--- src/ccu_pkg.sv ---
package ccu_pkg;
  localparam logic [7:0] ccu_off_flags = 8'h0c;
  localparam logic [7:0] ccu_off_tmr_lo = 8'h0e;
  localparam logic [7:0] ccu_off_tmr_hi = 8'h0f;
  localparam logic [7:0] ccu_off_val_lo = 8'h15;
  localparam logic [7:0] ccu_off_val_hi = 8'h16;
  localparam logic [7:0] ccu_off_ctrl = 8'h17;
  localparam logic [7:0] ccu_off_enables = 8'h8c;
  localparam int ccu_irq_bit = 2;
  localparam logic [7:0] ccu_flags_mask = 8'h04;
  localparam logic [5:0] ccu_ctrl_rst = 6'h00;
  localparam logic [7:0] ccu_flags_rst = 8'h00;
  localparam logic [3:0] ccu_presc_div4 = 4'h3;
  localparam logic [3:0] ccu_presc_div16 = 4'hf;
  typedef enum logic [3:0] {
    ccu_off = 4'b0000,
    ccu_cap_fall = 4'b0100,
    ccu_cap_rise = 4'b0101,
    ccu_cap_rise4 = 4'b0110,
    ccu_cap_rise16 = 4'b0111,
    ccu_cmp_set = 4'b1000,
    ccu_cmp_clr = 4'b1001,
    ccu_cmp_soft = 4'b1010,
    ccu_cmp_trig = 4'b1011
  } ccu_mode_t;
  typedef struct packed {
    logic [7:0] addr;
    logic [7:0] wdata;
    logic wr;
    logic rd;
  } ccu_bus_t;
endpackage

--- src/ccu_top.sv ---
`timescale 1ns/1ns
`default_nettype none
// Contract
// - value register as two byte registers
// - four bit mode field, 11xx does nothing
// - mode 0000 turns unit off, resets
// - capture edge select by mode code
// - compare sets or clears pin, flags
// - code 1010 only flags, pin kept
// - code 1011 trigger clears timer, starts conversion
// - value register acts as timer period in code 1011 only
// - duty low bits stored, unused otherwise
// - control bits 7:6 read zero
// - capture copies full timer count
// - capture sets flag until software clears
// - newer capture overwrites older value
// - capture sees pin level even driven
// - mode change may flag spuriously
// - prescaler zero when off or noncapture
// - prescale switch keeps count
// - compare flags every match
// - control zero forces output latch low
module ccu_top import ccu_pkg::*; (
  input wire logic i_clk,
  input wire logic i_rst,
  input wire logic [7:0] i_addr,
  input wire logic [7:0] i_wdata,
  input wire logic i_wr,
  input wire logic i_rd,
  input wire logic i_pin,
  output logic [7:0] o_rdata,
  output logic o_pin,
  output logic o_irq_flag,
  output logic o_irq_enable,
  output logic o_adc_start,
  output logic [15:0] o_timer1_count
);
  ccu_bus_t bus;
  logic [15:0] timer1_count;
  logic [15:0] capcmp_value;
  logic [5:0] ctrl;
  logic [7:0] flags;
  logic [7:0] enables;
  logic [3:0] presc;
  logic pin_s1;
  logic pin_s2;
  logic pin_d;
  logic out_latch;
  logic trig;
  logic [7:0] rdata;
  logic irq_flag_q;
  logic adc_q;

  assign bus = '{addr: i_addr, wdata: i_wdata, wr: i_wr, rd: i_rd};

  wire logic [3:0] mode = ctrl[3:0];
  wire logic is_capture = (mode[3:2] == 2'b01);
  wire logic is_compare = (mode[3:2] == 2'b10);
  wire logic wr_flags = bus.wr && (bus.addr == ccu_off_flags);
  wire logic wr_tlo = bus.wr && (bus.addr == ccu_off_tmr_lo);
  wire logic wr_thi = bus.wr && (bus.addr == ccu_off_tmr_hi);
  wire logic wr_vlo = bus.wr && (bus.addr == ccu_off_val_lo);
  wire logic wr_vhi = bus.wr && (bus.addr == ccu_off_val_hi);
  wire logic wr_ctrl = bus.wr && (bus.addr == ccu_off_ctrl);
  wire logic wr_en = bus.wr && (bus.addr == ccu_off_enables);
  wire logic wr_timer = wr_tlo || wr_thi;

  wire logic rise = pin_s2 && !pin_d;
  wire logic fall = !pin_s2 && pin_d;
  wire logic presc_hit4 = (presc[1:0] == ccu_presc_div4[1:0]);
  wire logic presc_hit16 = (presc == ccu_presc_div16);
  wire logic cap_event =
    (mode == ccu_cap_fall && fall) ||
    (mode == ccu_cap_rise && rise) ||
    (mode == ccu_cap_rise4 && rise && presc_hit4) ||
    (mode == ccu_cap_rise16 && rise && presc_hit16);
  wire logic match = is_compare && (capcmp_value == timer1_count);
  wire logic set_irq = cap_event || match;
  wire logic next_trig = match && (mode == ccu_cmp_trig);

  always_ff @(posedge i_clk or posedge i_rst) begin
    if (i_rst) begin
      pin_s1 <= 1'b0;
      pin_s2 <= 1'b0;
      pin_d <= 1'b0;
    end else begin
      pin_s1 <= i_pin;
      pin_s2 <= pin_s1;
      pin_d <= pin_s2;
    end
  end

  always_ff @(posedge i_clk or posedge i_rst) begin
    if (i_rst) begin
      presc <= 4'h0;
    end else if (!is_capture) begin
      presc <= 4'h0;
    end else if (rise) begin
      presc <= presc + 4'h1;
    end
  end

  always_ff @(posedge i_clk or posedge i_rst) begin
    if (i_rst) begin
      timer1_count <= 16'h0000;
    end else if (wr_tlo) begin
      timer1_count[7:0] <= bus.wdata;
    end else if (wr_thi) begin
      timer1_count[15:8] <= bus.wdata;
    end else if (trig) begin
      timer1_count <= 16'h0000;
    end else begin
      timer1_count <= timer1_count + 16'h0001;
    end
  end

  always_ff @(posedge i_clk or posedge i_rst) begin
    if (i_rst) begin
      capcmp_value <= 16'h0000;
    end else if (cap_event) begin
      capcmp_value <= timer1_count;
    end else if (wr_vlo) begin
      capcmp_value[7:0] <= bus.wdata;
    end else if (wr_vhi) begin
      capcmp_value[15:8] <= bus.wdata;
    end
  end

  always_ff @(posedge i_clk or posedge i_rst) begin
    if (i_rst) begin
      ctrl <= ccu_ctrl_rst;
    end else if (wr_ctrl) begin
      ctrl <= bus.wdata[5:0];
    end
  end

  always_ff @(posedge i_clk or posedge i_rst) begin
    if (i_rst) begin
      flags <= ccu_flags_rst;
      enables <= ccu_flags_rst;
    end else begin
      if (wr_flags) begin
        flags <= (bus.wdata & ccu_flags_mask) | (set_irq ? ccu_flags_mask : 8'h00);
      end else if (set_irq) begin
        flags[ccu_irq_bit] <= 1'b1;
      end
      if (wr_en) begin
        enables <= bus.wdata & ccu_flags_mask;
      end
    end
  end

  always_ff @(posedge i_clk or posedge i_rst) begin
    if (i_rst) begin
      out_latch <= 1'b0;
    end else if (wr_ctrl && bus.wdata == 8'h00) begin
      out_latch <= 1'b0;
    end else if (mode == ccu_off) begin
      out_latch <= 1'b0;
    end else if (match && mode == ccu_cmp_set) begin
      out_latch <= 1'b1;
    end else if (match && mode == ccu_cmp_clr) begin
      out_latch <= 1'b0;
    end
  end

  // read mux, upper control bits zero
  always_comb begin
    unique case (bus.addr)
      ccu_off_flags: rdata = flags;
      ccu_off_tmr_lo: rdata = timer1_count[7:0];
      ccu_off_tmr_hi: rdata = timer1_count[15:8];
      ccu_off_val_lo: rdata = capcmp_value[7:0];
      ccu_off_val_hi: rdata = capcmp_value[15:8];
      ccu_off_ctrl: rdata = {2'b00, ctrl};
      ccu_off_enables: rdata = enables;
      default: rdata = 8'h00;
    endcase
  end

  always_ff @(posedge i_clk or posedge i_rst) begin
    if (i_rst) begin
      o_rdata <= 8'h00;
      trig <= 1'b0;
      adc_q <= 1'b0;
    end else begin
      o_rdata <= bus.rd ? rdata : 8'h00;
      trig <= next_trig && !wr_timer;
      adc_q <= next_trig;
    end
  end

  assign o_pin = out_latch;
  assign o_irq_flag = flags[ccu_irq_bit];
  assign o_irq_enable = enables[ccu_irq_bit];
  assign o_adc_start = adc_q;
  assign o_timer1_count = timer1_count;
endmodule // ccu_top
`default_nettype wire

--- config.mk ---
export PLATFORM = sky130hd
export DESIGN_NAME = ccu_top
export DESIGN_NICKNAME = d
export VERILOG_FILES = /design/src/ccu_pkg.sv /design/src/ccu_top.sv
export SDC_FILE = /design/constraint.sdc
export NUM_CORES = 1
export LEC_CHECK = 0
export BUFFER_PORTS_ARGS = -buffer_cell sky130_fd_sc_hd__buf_2
export CAP_MARGIN = 15
export CORE_MARGIN = 1.5
export CORE_UTILIZATION = 43
export DETAILED_ROUTE_END_ITERATION = 10
export SKIP_LAST_GASP = 1
export SYNTH_ARGS = -nofsm -noshare
export SYNTH_HDL_FRONTEND = slang
export SYNTH_SLANG_ARGS = --single-unit
--- constraint.sdc ---
create_clock -name i_clk -period 2.15 [get_ports i_clk]
set_input_delay 0.215 -clock i_clk [delete_from_list [all_inputs] [get_ports i_clk]]
set_output_delay 0.215 -clock i_clk [all_outputs]
set_load 0.02 [all_outputs]
==> results.sh <==
export IMPL_layout_common_cells="dfrtp_1 (58), buf_2 (48), nor2_1 (33)"
export IMPL_regArea_um2=1450
export IMPL_n_antenna_cell=0
export IMPL_postSynth_topFlopCell="dfrtp_1"
export IMPL_root_buffer="clkbuf_8"
export IMPL_grt_pass1_vias=2889
export IMPL_portBuffers=48
export IMPL_fin_crit_ns=1.87
export IMPL_clk_latency_ns=0.34
export IMPL_async_reset_ff_frac=1.00
export IMPL_layout_drive_gt1_share=0.271
export IMPL_grt_pass1_wl_um=15500
export IMPL_cp_max_fo=8
export IMPL_fin_ws_ns=0.284
export IMPL_ir_drop_v=0.000411
export IMPL_synth_cells=356
export IMPL_antenna_left=0
export IMPL_place_ws_ns=0.321
export IMPL_slew_viol_final=0
export IMPL_setup_viol=0
export IMPL_die_w_um=92.7
export IMPL_post_route_util=0.519
export IMPL_firstDrtPassIters=5
export IMPL_netlist_area_um2=3460
export IMPL_start_util=0.446
export IMPL_timing_fmax_mhz=536
export IMPL_wire_per_inst_um=18.7
export IMPL_avgViaCountPerCell=5.89
export IMPL_p_leak_nw=1.68
export IMPL_cts_setup_buffers=0
export IMPL_ioPinCount=49
export IMPL_synth_seq_cells=58
export IMPL_post_route_period_util=0.868
export IMPL_grtUsageTotal=0.240
export IMPL_rr_endpoint="o_timer1_count[11]"
export IMPL_critPathRequiredTime_ns=2.35
export IMPL_clock_sinks=58
export IMPL_tightestPinTransition_ns=0.891
export IMPL_drt_wl_total_um=9650
export IMPL_synthToLayoutAreaGrowth_pct=16.4
export IMPL_synth_nets=379
export IMPL_final_common_cell="dfrtp_1"
export IMPL_hold_path_class="in2reg"
export IMPL_worstReg2RegStart="o_timer1_count[9]"
export IMPL_grt_start_max_net_pins=44
export IMPL_totalPowerFinal_w=0.00330
export IMPL_seq_area_frac_synth=0.419
export IMPL_cap_violations=0
export IMPL_core_um2=7770
export IMPL_worstSetupEndpointType="flop"
export IMPL_worst_setup_path_start_kind="flop"
export IMPL_multiInputGateArea_um2=1860
export IMPL_clock_skew_ns=0.00678
export IMPL_clk_pin_slew_ns=0.07
export IMPL_fp_dieH_um=92.7
export IMPL_numCtsBuffers=9
export IMPL_endpoint="o_timer1_count[11]"
export IMPL_cts_tree="done"
export IMPL_fin_setup_tns_ns=0
export IMPL_cp_arrival_ns=2.07
export IMPL_vias=3040
export IMPL_final_hold_violation_count=0
export IMPL_avgSynthCellArea_um2=9.72
export IMPL_drc=0
export IMPL_hold_depth=3
export IMPL_p_per_area_nw_per_um2=819
export IMPL_gp_congestion=0.862
export IMPL_num_nets_final=433
export IMPL_critPathKind="reg2reg"
export IMPL_globalRouteOverflowTotal=0
export IMPL_drt_iter0_drc=188
export IMPL_hpwl_um=6860
export IMPL_clk_path_buf_depth=2
export IMPL_outcome="finished clean"
export IMPL_cp_startpoint="o_timer1_count[9]"
export IMPL_htreeDepth=3
export IMPL_dieArea_um2=8600
export IMPL_rsz0062_at_grt="no"
export IMPL_max_slew_margin_rel=0.403
export IMPL_antenna_found_initial=0
export IMPL_ys_types=62
export IMPL_synth_edf_count=0
export IMPL_nFillCells=729
export IMPL_reg2reg_slack_ns=0.28
export IMPL_synth_warnings=0
export IMPL_rows=32
export IMPL_rr_worst_depth=5
cell families after synthesis:
group | Yosys count | share of synthesized area
fa+ha+maj | 2 | 0.00723
compound gates | 84 | 0.159
buf+inv | 28 | 0.0441
mux | 36 | 0.109
simple gates | 127 | 0.208
flops | 58 | 0.419
xor+xnor | 21 | 0.0531
cell usage after synthesis (2+ instances only):
cell type	n	share of area
a21oi_1	26	0.038
a21oi_2	3	0.0076
a22o_1	8	0.020
a22oi_1	9	0.020
a31oi_1	6	0.011
and4_2	2	0.0058
buf_2	13	0.019
clkbuf_1	8	0.0087
dfrtp_1	58	0.42
ha_1	2	0.0072
inv_1	3	0.0033
mux2_2	14	0.046
mux2i_1	22	0.064
nand2_1	25	0.027
nand2b_1	2	0.0036
nand3_1	13	0.019
nand4_1	9	0.016
nor2_1	33	0.036
nor2b_1	7	0.013
nor3_1	6	0.0087
nor3b_1	2	0.0043
nor4_1	5	0.0090
nor4b_1	4	0.010
o21ai_0	10	0.014
o21ai_1	7	0.010
o311ai_0	3	0.0076
o311ai_1	2	0.0051
xnor2_1	15	0.038
xor2_1	6	0.015
cell type report:
| cell class | instances | area share |
|---|---|---|
| clock buffers | 12 | 0.0385 |
| clock inverters | 3 | 0.00373 |
| inverters | 3 | 0.00280 |
| multi-input cells | 270 | 0.462 |
| flip-flops and latches | 58 | 0.360 |
| well taps | 102 | 0.0317 |
| repair buffers | 68 | 0.101 |
state kept, by name (all words and copies together) (netlist names):
register,count
capcmp_value,16
o_timer1_count,16
o_rdata,8
ctrl,6
presc,4
enables,1
flags,1
o_adc_start,1
o_pin,1
pin_d,1
pin_s1,1
pin_s2,1
trig,1
how the worst min path moves through the flow:
stage                     from           endpoint  slack, ns
floorplan                i_pin             pin_s1       0.25
global placement         i_rst             pin_s1       0.21
detailed placement       i_rst             pin_s1       0.22
CTS                 i_wdata[1]  o_timer1_count[9]       0.18
global route        i_wdata[1]  o_timer1_count[9]       0.20
finish              i_wdata[1]  o_timer1_count[9]       0.19
metrics by stage:
step / instances / hold slack, ns / cell area, µm²
floorplan: 356 / 0.246 / 3460
global placement: 499 / 0.213 / 3840
detailed placement: 499 / 0.216 / 3840
CTS: 516 / 0.182 / 4030
global route: 516 / 0.205 / 4030
finish: 516 / 0.192 / 4030
critical path, stage by stage, from the launching register on:
cell	delay, ns
dfrtp_1	0.56
nand4_1	0.26
nor3_1	0.50
a21oi_1	0.14
o21ai_1	0.14
o311ai_1	0.12
power by group:
| part | switching [W] | internal, W |
|---|---|---|
| combinational | 0.000492 | 0.000418 |
| sequential | 0.000233 | 0.00126 |
| clock | 0.000427 | 0.000469 |
layer usage:
| metal | track usage | share of wire | routed length, µm |
|---|---|---|---|
| met1 | 0.342 | 0.46 | 4460 |
| met4 | 0.0934 | 0.017 | 164 |
| met3 | 0.0484 | 0.069 | 664 |
| met2 | 0.359 | 0.45 | 4360 |
| met5 | 0 | 0 | 0 |
timing repair:
action,CTS,global route
endpoints found under the hold margin,16,0
endpoints found under the setup margin,0,0
hold buffers,2,0
gates resized for setup,0,0
Power figures use the tool's default switching activity.
